**config.mk**
```make
export PLATFORM = sky130hd
export DESIGN_NAME = sld_driver
export DESIGN_NICKNAME = d
export VERILOG_FILES = /design/src/rtl/sld_pkg.sv /design/src/rtl/sld_pin_sync.sv /design/src/rtl/sld_skid.sv /design/src/rtl/sld_driver.sv
export VERILOG_INCLUDE_DIRS = /design/src /design/src/rtl
export SDC_FILE = /design/constraint.sdc
export NUM_CORES = 1
export LEC_CHECK = 0
export BUFFER_PORTS_ARGS = -buffer_cell sky130_fd_sc_hd__buf_2
export CORE_MARGIN = 5
export CORE_UTILIZATION = 50
export DETAILED_ROUTE_END_ITERATION = 8
export PLACE_DENSITY = 0.75
export SYNTH_ARGS = -nofsm -noshare
export SYNTH_HDL_FRONTEND = slang
export SYNTH_SLANG_ARGS = --single-unit
```
**constraint.sdc**
```tcl
create_clock -name mclk -period 3.1 [get_ports mclk]
set_input_delay 0.465 -clock mclk [delete_from_list [all_inputs] [get_ports mclk]]
set_output_delay 0.465 -clock mclk [all_outputs]
set_load 0.03 [all_outputs]
```
**src/rtl/sld_defines.svh**
```systemverilog
// Timing constants and reset values for the serial LED segment driver.
// Assumes the includer runs on mclk at 25 MHz.
`ifndef SLD_DEFINES_SVH
`define SLD_DEFINES_SVH

`define SLD_MCLK_NS          40
`define SLD_DOUT_DELAY_NS    500
// Longest cascade output delay, rounded down to whole mclk cycles
`define SLD_DOUT_DELAY_CYC   (`SLD_DOUT_DELAY_NS / `SLD_MCLK_NS)
`define SLD_SEG_RESET        16'h0000
`define SLD_WIDE_OUTS        16
`define SLD_NARROW_CHAIN     12

`endif

```
**src/rtl/sld_pkg.sv**
```systemverilog
// Types shared by the serial LED segment driver modules.
// Assumes the defines header is compiled alongside.
package sld_pkg;
	// One sampled view of the three serial pins
	typedef struct packed {
		logic din;
		logic sclk;
		logic en;
	} sld_pins_s;

	// Link edge events found on the sampled clock
	typedef struct packed {
		logic rise;
		logic fall;
	} sld_edge_s;

	typedef enum logic [1:0] {
		SLD_IDLE  = 2'b01,
		SLD_SHIFT = 2'b10
	} sld_state_e;
endpackage : sld_pkg

```
**src/rtl/sld_pin_sync.sv**
```systemverilog
// Two-flop synchroniser for the serial pins plus edge finder.
// Assumes pins are asynchronous to mclk and slow against it.
`timescale 1ns/1ns
module sld_pin_sync (
	input  wire logic              mclk,   // System clock
	input  wire logic              arst_n, // Async reset, active low
	input  wire sld_pkg::sld_pins_s pins,  // Raw pin levels
	output sld_pkg::sld_pins_s     synced, // Pin levels after two flops
	output sld_pkg::sld_edge_s     edges   // One-cycle clock edge pulses
);
	sld_pkg::sld_pins_s meta;
	logic               sclk_prev;

	// First stage feeds only the second stage
	always_ff @(posedge mclk or negedge arst_n) begin
		if (!arst_n) begin
			meta   <= '0;
			synced <= '0;
		end else begin
			meta   <= pins;
			synced <= meta;
		end
	end

	// Edge detection looks only at the settled copy
	always_ff @(posedge mclk or negedge arst_n) begin
		if (!arst_n) begin
			sclk_prev <= 1'b0;
		end else begin
			sclk_prev <= synced.sclk;
		end
	end

	assign edges.rise = synced.sclk & ~sclk_prev;
	assign edges.fall = ~synced.sclk & sclk_prev;
endmodule : sld_pin_sync

```
**src/rtl/sld_skid.sv**
```systemverilog
// Two-entry buffer with valid/ready on both sides.
// Assumes source and sink share mclk.
`timescale 1ns/1ns
module sld_skid #(
	parameter int WIDTH = 16,
	parameter int DEPTH = 2
) (
	input  wire logic             mclk,    // System clock
	input  wire logic             arst_n,  // Async reset, active low
	input  wire logic             s_valid, // Word offered
	output logic                  s_ready, // Room for a word
	input  wire logic [WIDTH-1:0] s_data,  // Incoming word
	output logic                  m_valid, // Word available
	input  wire logic             m_ready, // Sink takes word
	output logic      [WIDTH-1:0] m_data   // Outgoing word
);
	localparam int AW = (DEPTH > 1) ? $clog2(DEPTH) : 1;
	logic [WIDTH-1:0] mem [DEPTH];
	logic [AW-1:0]    wr_idx;
	logic [AW-1:0]    rd_idx;
	logic [AW:0]      count;
	logic             push;
	logic             pop;

	assign s_ready = (count != (AW+1)'(DEPTH));
	assign m_valid = (count != '0);
	assign m_data  = mem[rd_idx];
	assign push    = s_valid & s_ready;
	assign pop     = m_valid & m_ready;

	// Storage written by index, no reset needed on data
	always_ff @(posedge mclk) begin
		if (push) begin
			mem[wr_idx] <= s_data;
		end
	end

	// Pointers and fill count
	always_ff @(posedge mclk or negedge arst_n) begin
		if (!arst_n) begin
			wr_idx <= '0;
			rd_idx <= '0;
			count  <= '0;
		end else begin
			if (push) begin
				wr_idx <= (wr_idx == AW'(DEPTH-1)) ? '0 : wr_idx + 1'b1;
			end
			if (pop) begin
				rd_idx <= (rd_idx == AW'(DEPTH-1)) ? '0 : rd_idx + 1'b1;
			end
			count <= count + (AW+1)'(push) - (AW+1)'(pop);
		end
	end
endmodule : sld_skid

```
**src/rtl/sld_driver.sv**
```systemverilog
// Serial-input latched LED segment driver, sampled on mclk.
// Assumes the serial pins are asynchronous and far slower than mclk.
`timescale 1ns/1ns
`include "sld_defines.svh"

module sld_driver #(
	parameter int NUM_OUTS = `SLD_WIDE_OUTS
) (
	input  wire logic                mclk,      // System clock, 25 MHz
	input  wire logic                arst_n,    // Async reset, active low
	input  wire logic                ser_din,   // Serial data pin
	input  wire logic                ser_clk,   // Serial clock pin
	input  wire logic                ser_en,    // Load enable pin
	output logic                     ser_dout,  // Cascade data out
	output logic      [NUM_OUTS-1:0] seg_on,    // Segment drive, 1 = on
	input  wire logic                seg_ready, // Display side accepts update
	output logic                     load_busy  // Update waiting in buffer
);
	// Chain length.
	// The narrow build still carries a 12-bit chain; its spare stage is
	// the one nearest the data pin, so it holds the last, don't-care bit.
	// Any build narrower than that keeps the same 12 stages.
	localparam int CHAIN = (NUM_OUTS < `SLD_NARROW_CHAIN) ? `SLD_NARROW_CHAIN :
		NUM_OUTS;

	// Cascade delay limit in whole mclk cycles, at least one.
	// The cascade path below takes a fixed four cycles from the pin edge,
	// which stays inside this limit for the documented delay.
	localparam int DLY = (`SLD_DOUT_DELAY_CYC < 1) ? 1 : `SLD_DOUT_DELAY_CYC;

	// Pin views before and after the synchroniser
	sld_pkg::sld_pins_s  pins;
	sld_pkg::sld_pins_s  synced;
	sld_pkg::sld_edge_s  edges;

	// Frame tracking
	sld_pkg::sld_state_e state;
	sld_pkg::sld_state_e next_state;
	logic                frame_open;
	logic                shift_step;

	// Shift chain and its next value
	logic [CHAIN-1:0]    shift_chain;
	logic [CHAIN-1:0]    next_chain;

	// Latch transfer path through the buffer
	logic                load_req;
	logic [NUM_OUTS-1:0] load_word;
	logic                buf_ready;
	logic                buf_valid;
	logic [NUM_OUTS-1:0] buf_data;
	logic                take;
	wire  [NUM_OUTS-1:0] next_seg;

	// Status and cascade
	logic                next_busy;
	logic                dout_pend;
	logic                next_dout;

	// Picks the segment field out of the chain.
	// Outputs sit at the far end of the chain, so the first bit shifted
	// drives the highest output whatever the chain length is.
	function automatic logic [NUM_OUTS-1:0] seg_field(input logic [CHAIN-1:0] chain);
		seg_field = chain[CHAIN-1 -: NUM_OUTS];
	endfunction : seg_field

	// Bit that leaves the far end of the chain, shown on the cascade pin
	function automatic logic chain_end(input logic [CHAIN-1:0] chain);
		chain_end = chain[CHAIN-1];
	endfunction : chain_end

	// Three pins only; no extra load strobe exists
	assign pins.din  = ser_din;
	assign pins.sclk = ser_clk;
	assign pins.en   = ser_en;

	// All three pins share one synchroniser so their relative timing,
	// which the host sets up with wide margins, is kept after sampling.
	sld_pin_sync u_sync (
		.mclk   (mclk),
		.arst_n (arst_n),
		.pins   (pins),
		.synced (synced),
		.edges  (edges)
	);

	// Frame state, next value.
	// A frame opens when the synchronised enable is seen high and closes
	// the first cycle it is seen low again.
	always_comb begin
		next_state = state;
		case (state)
			sld_pkg::SLD_IDLE: begin
				if (synced.en) begin
					next_state = sld_pkg::SLD_SHIFT;
				end
			end
			sld_pkg::SLD_SHIFT: begin
				if (!synced.en) begin
					next_state = sld_pkg::SLD_IDLE;
				end
			end
			default: begin
				next_state = sld_pkg::SLD_IDLE;
			end
		endcase
	end

	// Frame state register
	always_ff @(posedge mclk or negedge arst_n) begin
		if (!arst_n) begin
			state <= sld_pkg::SLD_IDLE;
		end else begin
			state <= next_state;
		end
	end

	// Frame decodes: frame_open for the latch request, shift_step for the chain
	assign frame_open = (state == sld_pkg::SLD_SHIFT);
	assign shift_step = synced.en & edges.rise;

	// Chain next value.
	// Link clock edges outside a frame are dropped here, so stray clocks
	// on a shared clock line cannot disturb a pattern being built.
	always_comb begin
		next_chain = shift_chain;
		if (shift_step) begin
			next_chain = {shift_chain[CHAIN-2:0], synced.din};
		end
	end

	// Chain register, cleared only by reset
	always_ff @(posedge mclk or negedge arst_n) begin
		if (!arst_n) begin
			shift_chain <= '0;
		end else begin
			shift_chain <= next_chain;
		end
	end

	// Enable falling asks for a latch transfer.
	// The frame state still shows the frame open in that first cycle,
	// so the request is exactly one cycle long.
	assign load_req  = frame_open & ~synced.en;
	assign load_word = seg_field(shift_chain);

	// Buffer the new pattern so a stalled display loses no update.
	// If it is full, the load is dropped; that needs two stalled frames.
	sld_skid #(
		.WIDTH (NUM_OUTS),
		.DEPTH (2)
	) u_buf (
		.mclk    (mclk),
		.arst_n  (arst_n),
		.s_valid (load_req),
		.s_ready (buf_ready),
		.s_data  (load_word),
		.m_valid (buf_valid),
		.m_ready (seg_ready),
		.m_data  (buf_data)
	);

	// A buffered pattern moves to the latches when the display takes it
	assign take = buf_valid & seg_ready;

	// Per-segment next value.
	// Each latch keeps its bit unless a transfer happens; shifting never
	// reaches the latches, so the old pattern stays lit meanwhile.
	genvar gi;
	generate
		for (gi = 0; gi < NUM_OUTS; gi++) begin : g_seg
			assign next_seg[gi] = take ? buf_data[gi] : seg_on[gi];
		end
	endgenerate

	// Output latches; a one lights its segment
	always_ff @(posedge mclk or negedge arst_n) begin
		if (!arst_n) begin
			seg_on <= NUM_OUTS'(`SLD_SEG_RESET);
		end else begin
			seg_on <= next_seg;
		end
	end

	// Busy shows a pattern that waits for the display or a full buffer.
	// A full buffer means the next finished frame would be lost.
	always_comb begin
		next_busy = (buf_valid & ~seg_ready) | ~buf_ready;
	end

	// Busy register, so the output comes straight from a flip-flop
	always_ff @(posedge mclk or negedge arst_n) begin
		if (!arst_n) begin
			load_busy <= 1'b0;
		end else begin
			load_busy <= next_busy;
		end
	end

	// Falling link edge inside a frame arms the cascade update.
	// Edges after the frame has closed leave the cascade pin alone.
	always_ff @(posedge mclk or negedge arst_n) begin
		if (!arst_n) begin
			dout_pend <= 1'b0;
		end else begin
			dout_pend <= synced.en & edges.fall;
		end
	end

	// Cascade next value.
	// The chain end only moves on a rising edge, so presenting it after
	// the falling edge gives the next driver a half period of setup, less the four-cycle cascade path.
	always_comb begin
		next_dout = ser_dout;
		if (dout_pend) begin
			next_dout = chain_end(shift_chain);
		end
	end

	// Cascade pin register
	always_ff @(posedge mclk or negedge arst_n) begin
		if (!arst_n) begin
			ser_dout <= 1'b0;
		end else begin
			ser_dout <= next_dout;
		end
	end

	// The delay limit is a design check only; nothing in the logic
	// depends on it, so it is kept visible as a constant flag.
	logic unused_dly;
	assign unused_dly = (DLY == 0);
endmodule : sld_driver

```
==> results by group, run 1 <==
STA
  • Fin. Hold Viols: 0
  • Setup Skew: 0.0115 ns
  • Fmax: approximately 520 MHz
  • Rel. slew slack: a little under 30%
  • Final period util: approximately 62%
  • Worst-margin pin slew: between 1 and 1.5 ns
  • Setup TNS Final: 0 ns
  • RSZ-0062 raised after global routing: false
  • WHS: ~0.22 ns
  • Setup violations, final: 0
  • Tmin final: roughly 1.9 ns
  • Fin. max-slew vios: 0

Floorplan
  • Ports: 24
  • Starting Density: between 50% and 60%
  • Core footprint: ~0.0056 mm2
  • Row count: 27
  • Die X: about 86 um
  • Die ar.: 0.00740 mm2
  • Die Height: about 86 um

Power
  • Internal Pwr Total: 0.00205 W
  • Sequential power share: 50.9%
  • Worst-case vdd ir drop: about 0.00047 V
  • Leakage: between 1 and 1.5 nW
  • Combinational Power Share: around a quarter
  • P_sw: 0.00100 W
  • Tot Pwr: between 0.003 and 0.004 W
  • Power density over the cells: 927 mW/mm2
  • Clock share of power: 25.0%
  • Switching Fraction: 32.8%

Detailed routing
  • Final WL: between 4000 and 5000 um
  • DRC Markers: 0
  • Via density: 4.97
  • DRT iter0 DRCs: 56
  • First drt pass iteration count: 4
  • ANT nets after route: 0
  • WL/cell: between 10 and 15 um
  • Vias: between 1k and 1.5k

Yosys
  • Yosys top cell area share: between 40% and 50%
  • Most area-consuming cells after synthesis: dfrtp_1, edfxtp_1, mux2i_1
  • Post-synthesis cell type count: 25
  • Syn Inst Count: about 170
  • Syn Nets: between 150 and 200
  • Most frequent cell after synthesis: dfrtp_1
  • Synthesized flop and latch total: 80
  • Synth warn: 0
  • Post-synth top cells: dfrtp_1, edfxtp_1, nand2_1, mux2i_1, o21ai_0
  • Number of synthesized flops with an enable pin: 32
  • Post-synth ARST share: around 60%
  • Post-synthesis sequential area ratio: roughly three quarters
  • Synth Flop Type: dfrtp_1
  • Synth Area per Inst: between 15 and 20 um2
  • Post-synth top area cell: dfrtp_1
  • Synthesized cell area: ~0.0029 mm2

Critical path
  • Reg2Reg Depth: 3
  • Reg-to-reg startpoint: u_buf.count[1]
  • Setup crit start kind: register
  • Bufs and invs on worst path: 0
  • Crit-path max FO: 16
  • Register-to-register setup slack: roughly 1.2 ns
  • Crit-path leading delay family: simple AND/OR/NAND/NOR gates
  • Critical Path End Type: register
  • Crit-path cells: nor2b_1 > nor3_2 > and2_1
  • Slowest cell delay on critical path: between 0.6 and 0.7 ns
  • Worst Path Arrival: roughly 1.9 ns
  • RR Endpoint: u_buf.mem[1][15]
  • Worst path slowest cell: and2_1
  • Crit path kind: reg2reg
  • Worst path required time: just over 3 ns

Clock tree
  • CTS tree: done
  • TritonCTS Buffers: 9
  • CTS sink cnt: 80
  • Worst-Skew Late Latency: about 0.35 ns
  • Number of hold buffers added after cts: 0
  • Resize count post-CTS: 0
  • H-tree Lvls: 3
  • Clk slew on worst S/H paths: roughly 0.080 ns
  • Post-CTS setup buffer count: 0
  • CTS Buffer Depth: 2
  • Root buffer cell: clkbuf_8

Cells and area
  • Syn-to-layout area delta: 13.8%
  • Post-Route Utilization: between 50% and 60%
  • Ant. Diodes: 0
  • Layout cells sized above 1: ~30%
  • Fin nets: 211
  • Filler Cells Inserted: about 440
  • Post-Layout Cell Count: 281

Placed design
  • DP Wirelength: between 2000 and 3000 um
  • Dpl cells: 265
  • Buffers on Ports: 23
  • Gpl congestion: 0.738

Min path
  • HP Class: in2reg
  • Hold Path Stages: 1
  • Hold Path Sink: u_sync.meta[0]
  • Hold path startpoint: ser_en

GRT
  • GR Util All Layers: a little over an eighth
  • Largest net degree at the start of global routing: slightly below 50
  • Residual overflow from global routing: 0
  • Antenna violations before repair: 0
  • First-pass GRT wire length: a little over 7000 um
  • Vias in the first global route: roughly 1.5k

Flow run
  • Max Cap Violations: 0

Status
  • Status: completed
## final cells by class
| class | instances | area, um2 | area share (%) |
|---|---|---|---|
| Clock buffer | 10 | 138 | 4.18 |
| Clock inverter | 6 | 67.6 | 2.05 |
| Inverter | 3 | 11.3 | 0.342 |
| Multi-Input combinational cell | 85 | 691 | 21.0 |
| Sequential cell | 80 | 2160 | 65.7 |
| Tap cell | 72 | 90.1 | 2.74 |
| Timing Repair Buffer | 25 | 130 | 3.95 |
## through the flow
step	instance area, um2	worst slack, ns
6_report	3290	1.17
5_1_grt	3290	0.998
4_1_cts	3290	1.14
3_5_place_dp	3090	1.16
3_3_place_gp	3090	1.20
2_1_floorplan	2890	0.491
## registers in the layout, summed over array words and instances, names as in the netlist
signal,cells
u_sync.meta,3
ser_dout,1
u_sync.sclk_prev,1
dout_pend,1
state,2
load_busy,1
u_buf.wr_idx,1
u_buf.mem,32
u_buf.count,2
seg_on,16
u_sync.synced,3
load_word,16
u_buf.rd_idx,1
## worst max path at each step
stage                     cells after the start                to  slack [ns]           start
final                                         3  u_buf.mem[1][15]        1.17  u_buf.count[1]
after global routing                          3  u_buf.mem[1][11]         1.0  u_buf.count[1]
after CTS                                     3  u_buf.mem[1][15]        1.14  u_buf.count[1]
after detailed placement                      3  u_buf.mem[1][10]        1.16  u_buf.count[1]
after global placement                        7    u_buf.count[1]        1.20       seg_ready
after floorplan                               2   u_buf.mem[0][0]        0.49  u_buf.count[1]
## power groups by stage
stage	Clock (W)	Sequential [W]	Combinational, W
4_1_cts	0.000786	0.00156	0.000754
3_3_place_gp	0	0.00156	0.000730
6_report	0.000762	0.00155	0.000735
2_1_floorplan	0	0.00171	0.000389
3_5_place_dp	0	0.00158	0.000751
5_1_grt	0.000839	0.00160	0.000814
## routing by layer
metal	vias up	share of wire, %	track usage (%)	routed length (um)
li1	677	-	-	-
met1	692	44	15.8	1770
met2	20	49	20.8	1980
met3	8	3.4	4.32	138
met4	0	2.8	7.34	114
met5	-	0	0	0
## placed cells by master (no fill, tap or decap)
cell type,synthesis,layout
nor4_2,0,1
o21ai_2,0,1
mux2_4,10,10
clkinv_2,0,1
nand2_1,18,18
and2_1,1,1
clkbuf_8,0,10
buf_2,2,23
mux2i_1,16,16
nand2b_1,1,1
clkinv_4,0,1
dfstp_2,1,1
nor2b_1,1,1
clkinvlp_4,0,2
nor3_2,1,1
bufinv_16,0,1
inv_6,0,1
dfrtp_1,47,47
buf_4,1,2
xor2_1,2,2
ha_1,1,1
nor2_1,2,2
nor4_1,2,1
mux2_2,7,7
xnor2_1,4,4
o21ai_0,16,16
nand3b_4,1,1
edfxtp_1,32,32
inv_1,3,3
a21oi_1,1,1
## kinds of logic (layout without fill, tap and decap cells)
logic type | after synthesis | count (layout) | synth area share (%)
AOI/OAI and AO/OA | 18 | 18 | 3.12
xor gates and xnor gates | 6 | 6 | 1.82
adders and majority gates | 1 | 1 | 0.433
buffers and inverters | 9 | 44 | 1.64
DFF | 80 | 80 | 74.8
muxes | 33 | 33 | 13.5
and+or+nand+nor | 27 | 27 | 4.72
No activity file was read; power rests on OpenSTA's default activity.
==> run 2, diff against run 1 <==
Settings changed: PLACE_DENSITY 0.75 to 0.77.
Clock period 3.1 ns to 1.63 ns, I/O delays scaled along.
==> run 2 against run 1 <==
Against the previous run:
- via count grew 1.7%
- combinational power up 120%
- clock-buffer cell count increased by 2
- clock power up 61%
- first-iteration DRC count grew 29%
- clock skew is 0.0036 ns lower
- sequential cell count is the same
- critical path type unchanged
- largest power group unchanged
==> results by group, run 2 (synthesis results as in run 1) <==
Critical path
  • Slowest cell delay on critical path: between 0.3 and 0.4 ns
  • Crit-path cells: nor2b_2 > nor3_2 > and2_2 > buf_12
  • Reg2Reg Depth: 4
  • Reg-to-reg startpoint: u_buf.count[1]
  • Worst path slowest cell: dfrtp_1
  • Worst path required time: approximately 1.7 ns
  • Crit-path max FO: 16
  • Setup crit start kind: register
  • Worst Path Arrival: around 1.6 ns
  • Crit path kind: reg2reg
  • Critical Path End Type: register
  • RR Endpoint: u_buf.mem[1][10]
  • Register-to-register setup slack: 0.12 ns

Clock tree
  • CTS sink cnt: 80
  • Worst-Skew Late Latency: 0.34 ns
  • CTS Buffer Depth: 2
  • Clk slew on worst S/H paths: approximately 0.08 ns
  • H-tree Lvls: 3
  • TritonCTS Buffers: 9
  • Root buffer cell: clkbuf_8
  • CTS tree: done

STA
  • Fmax: 662 MHz
  • Final period util: ~93%
  • Rel. slew slack: 70.6%
  • Setup violations, final: 0
  • Fin. Hold Viols: 0
  • Setup TNS Final: 0 ns
  • Worst-margin pin slew: around 0.44 ns
  • WHS: ~0.10 ns
  • Tmin final: around 1.5 ns
  • Setup Skew: 0.00795 ns
  • RSZ-0062 raised after global routing: false
  • Fin. max-slew vios: 0

Detailed routing
  • First drt pass iteration count: 4
  • Final WL: about 4100 um
  • WL/cell: 14.1 um
  • Vias: between 1k and 1.5k
  • DRC Markers: 0
  • Via density: 4.88
  • DRT iter0 DRCs: 72
  • ANT nets after route: 0

Cells and area
  • Max reg flops: 32
  • Layout cells sized above 1: a little under a third
  • Finished layout cell area: 0.00338 mm2
  • Syn-to-layout area delta: 16.9%
  • Sequential cell area: between 0.002 and 0.0025 mm2
  • Commonest non-fill, non-tap cells in the layout: dfrtp_1, edfxtp_1, buf_2, nand2_1
  • Ant. Diodes: 0
  • Most common cell after layout, fill and taps aside: dfrtp_1
  • Multi-input logic area: approximately 700 um2
  • Biggest register: u_buf.mem
  • Fin nets: approximately 220
  • Post-Layout Cell Count: between 200 and 300
  • Filler Cells Inserted: about 420
  • Post-Route Utilization: between 60% and 70%

Min path
  • Hold Path Stages: 2
  • Hold Path Sink: load_busy
  • Hold path startpoint: seg_ready
  • HP Class: in2reg

Power
  • Sequential power share: about half
  • P_sw: between 0.0015 and 0.002 W
  • Worst-case vdd ir drop: slightly below 0.0009 V
  • Combinational Power Share: between 20 and 30%
  • Internal Pwr Total: 0.00380 W
  • Clock share of power: 21.6%
  • Power density over the cells: 1680 mW/mm2
  • Switching Fraction: 33.2%
  • Leakage: 1.50 nW

Floorplan
  • Ports: 24
  • Row count: 27
  • Die ar.: roughly 0.0074 mm2
  • Starting Density: roughly 52%
  • Die X: ~86 um
  • Die Height: roughly 86 um
  • Core footprint: approximately 0.0056 mm2

GRT
  • Largest net degree at the start of global routing: 34
  • Met3 usage: under 10%
  • First-pass GRT wire length: 7410 um
  • Most Used Layer, Global Route: met2
  • Residual overflow from global routing: 0
  • Met1 usage in global routing: between 15 and 20%
  • GR Util All Layers: between 10% and 20%
  • Antenna violations before repair: 0
  • Met2 Track Usage GR: about 20%
  • Vias in the first global route: between 1.5k and 2k

Placed design
  • Gpl congestion: between 0.6 and 0.7
  • Cell Area, Placed: around 0.0032 mm2
  • Dpl cells: about 270
  • Buffers on Ports: 23
  • DP Wirelength: approximately 2800 um

Status
  • Status: completed

Flow run
  • Max Cap Violations: 0
-- run 2: repair_timing --
action                     4_1_cts  5_1_grt
hold buffers                     4        0
setup endpoints to repair        0       16
hold endpoints to repair        21        0
setup buffers                    0        0
gates resized for setup          0        1
-- run 2: worst max-delay path, delay by kind of cell (launching register included) --
family | cells | cell delay [ns]
buf+inv | 1 | 0.15
flops | 1 | 0.39
simple gates | 3 | 0.67
-- run 2: metal layers --
| layer | routed length, um | part of all wire [%] |
|---|---|---|
| met5 | 0 | 0 |
| met4 | 136 | 3.3 |
| met3 | 187 | 4.6 |
| met2 | 1840 | 45 |
| met1 | 1930 | 47 |
-- run 2: final cells by class --
| class | instances | share of cell area, % |
|---|---|---|
| multi-input cells | 85 | 21.0 |
| clock inverters | 4 | 0.592 |
| inverters | 3 | 0.333 |
| clock buffers | 12 | 4.29 |
| well taps | 72 | 2.67 |
| flip-flops and latches | 80 | 64.0 |
| repair buffers | 35 | 7.11 |
-- run 2: power by group through the flow --
stage / clock network (W) / logic, W / registers [W]
floorplan: 0 / 0.000781 / 0.00327
global placement: 0 / 0.00158 / 0.00287
detailed placement: 0 / 0.00162 / 0.00290
CTS: 0.00126 / 0.00163 / 0.00286
global route: 0.00135 / 0.00175 / 0.00292
finish: 0.00123 / 0.00160 / 0.00286
-- run 2: worst max-delay path by stage --
stage / start / to / slack, ns
2_1_floorplan: u_buf.count[1] / u_buf.mem[0][0] / 0.004
3_3_place_gp: u_buf.count[0] / u_buf.mem[1][9] / 0.14
3_5_place_dp: u_buf.count[0] / u_buf.mem[1][10] / 0.08
4_1_cts: u_buf.count[0] / u_buf.mem[1][10] / 0.05
5_1_grt: u_buf.count[1] / u_buf.mem[1][10] / 0.03
6_report: u_buf.count[1] / u_buf.mem[1][10] / 0.12
-- run 2: through the flow --
stage                     total power, W  setup WS [ns]
after detailed placement         0.00451         0.0788
after global placement           0.00445          0.137
final                            0.00568          0.120
after global routing             0.00603         0.0338
after CTS                        0.00575         0.0539
after floorplan                  0.00405        0.00408
==> run 3, diff against run 2 <==
Settings changed: CORE_UTILIZATION 50 to 41, PLACE_DENSITY 0.77 to 0.66, REMOVE_ABC_BUFFERS set to 1.
==> run 3 against run 2 <==
Against the previous run:
- die area rose by 19%
- largest cell class unchanged
- power rose by 7.7%
- sequential power barely moved
- clock skew fell by 0.00056 ns
==> results by group, run 3 (synthesis results as in run 1) <==
Status
  • Status: completed

Detailed routing
  • Vias: about 1.4k
  • First drt pass iteration count: 4
  • DRC Markers: 0
  • DRT iter0 DRCs: 50
  • WL/cell: 13.1 um
  • Via density: between 4 and 5
  • ANT nets after route: 0
  • Final WL: about 4200 um

Clock tree
  • CTS sink cnt: 80
  • Clk slew on worst S/H paths: ~0.07 ns
  • Worst-Skew Late Latency: approximately 0.34 ns
  • H-tree Lvls: 3
  • Root buffer cell: clkbuf_8
  • TritonCTS Buffers: 9
  • CTS Buffer Depth: 2
  • CTS tree: done

Cells and area
  • Layout cells sized above 1: between 30 and 40%
  • Fin nets: between 200 and 250
  • Commonest non-fill, non-tap cells in the layout: dfrtp_1, edfxtp_1, buf_2, nand2_1
  • Syn-to-layout area delta: 20.9%
  • Biggest register: u_buf.mem
  • Max reg flops: 32
  • Post-Layout Cell Count: between 300 and 400
  • Ant. Diodes: 0
  • Most common cell after layout, fill and taps aside: dfrtp_1

Critical path
  • Reg-to-reg startpoint: u_buf.count[1]
  • Crit-path cells: nor2b_1 > nor3_2 > and2_2
  • Setup crit start kind: register
  • Reg2Reg Depth: 3
  • RR Endpoint: u_buf.mem[1][4]
  • Crit path kind: reg2reg
  • Critical Path End Type: register
  • Worst path required time: 1.63 ns
  • Slowest cell delay on critical path: about 0.42 ns
  • Worst Path Arrival: around 1.5 ns
  • Worst path slowest cell: and2_2
  • Crit-path max FO: 16
  • Register-to-register setup slack: roughly 0.15 ns
  • Critical Path Start: u_buf.count[1]

STA
  • Setup violations, final: 0
  • Fin. max-slew vios: 0
  • Worst-margin pin slew: 0.426 ns
  • RSZ-0062 raised after global routing: false
  • Setup Skew: 0.00739 ns
  • Fmax: 677 MHz
  • Final period util: 90.6%
  • Setup ws final: between 0.15 and 0.2 ns
  • Fin. Hold Viols: 0
  • Rel. slew slack: a little under three quarters
  • WHS: 0.116 ns
  • Tmin final: 1.48 ns

Floorplan
  • Ports: 24
  • Die ar.: around 0.0088 mm2
  • Core footprint: approximately 0.007 mm2
  • Starting Density: a little over two fifths
  • Row count: 30
  • Die Height: between 90 and 100 um
  • Die X: between 90 and 100 um

Power
  • Power density over the cells: approximately 1800 mW/mm2
  • Leakage: 1.55 nW
  • Worst-case vdd ir drop: a little over 0.0006 V

GRT
  • Met2 Track Usage GR: 17.8%
  • Residual overflow from global routing: 0
  • Largest net degree at the start of global routing: 34
  • Met1 usage in global routing: 12.5%
  • GR Util All Layers: 10.9%
  • Vias in the first global route: approximately 1.5k
  • First-pass GRT wire length: 7040 um
  • Met3 usage: 3.13%
  • Most Used Layer, Global Route: met2
  • Antenna violations before repair: 0

Min path
  • Hold path startpoint: seg_ready
  • HP Class: in2reg
  • Hold Path Stages: 2
  • Hold Path Sink: load_busy

Flow run
  • Max Cap Violations: 0

Placed design
  • Buffers on Ports: 23
  • Gpl congestion: 0.705
  • Pre-CTS setup slack: -0.0868 ns
  • Dpl cells: 301
  • DP Wirelength: approximately 2700 um
## run 3: critical path: cells and delay by family (launching register included)
family	cells	cell delay, ns
DFF	1	0.38
and+or+nand+nor	3	0.76
## run 3: what timing repair did
| action | 4_1_cts | 5_1_grt |
|---|---|---|
| buffers inserted | 0 | 0 |
| endpoints found under the setup margin | 16 | 1 |
| hold buffers | 4 | 0 |
| endpoints found under the hold margin | 17 | 0 |
| pin swaps | 0 | 1 |
| resized for setup | 1 | 1 |
## run 3: cell type report
type	instances	area [um2]
fillers	591	3340
flip-flops and latches	80	2160
multi-input cells	85	698
repair buffers	41	273
clock buffers	11	151
well taps	96	120
clock inverters	5	78.8
inverters	3	11.3
## run 3: worst max-delay path by stage
stage | end | cells after the start
final | u_buf.mem[1][4] | 3
after global routing | u_buf.mem[1][4] | 3
after CTS | u_buf.count[1] | 6
after detailed placement | u_buf.mem[1][7] | 3
after global placement | u_buf.mem[1][7] | 3
after floorplan | u_buf.mem[0][0] | 2
## run 3: power breakdown
group / switching, W / total (W) / internal, W
sequential: 0.000271 / 0.00286 / 0.00259
clock: 0.000670 / 0.00161 / 0.000943
combinational: 0.000977 / 0.00165 / 0.000674
total: 0.00192 / 0.00612 / 0.00420
## run 3: per-stage QoR
| step | util, % | area, um2 | setup TNS (ns) | total power [W] |
|---|---|---|---|---|
| final | 51.2 | 3500 | 0 | 0.00612 |
| after floorplan | - | 2860 | -20.73 | 0.00396 |
| after detailed placement | 47.1 | 3220 | -1.38 | 0.00456 |
| after global routing | 51.2 | 3500 | 0 | 0.00648 |
| after global placement | 47.1 | 3220 | -0.446 | 0.00450 |
| after CTS | 51.1 | 3490 | 0 | 0.00620 |
## run 3: per-layer routing
metal | share of wire (%) | wire (um)
met5 | 0 | 0
met4 | 2.3 | 95
met3 | 3.7 | 156
met2 | 51 | 2160
met1 | 43 | 1790
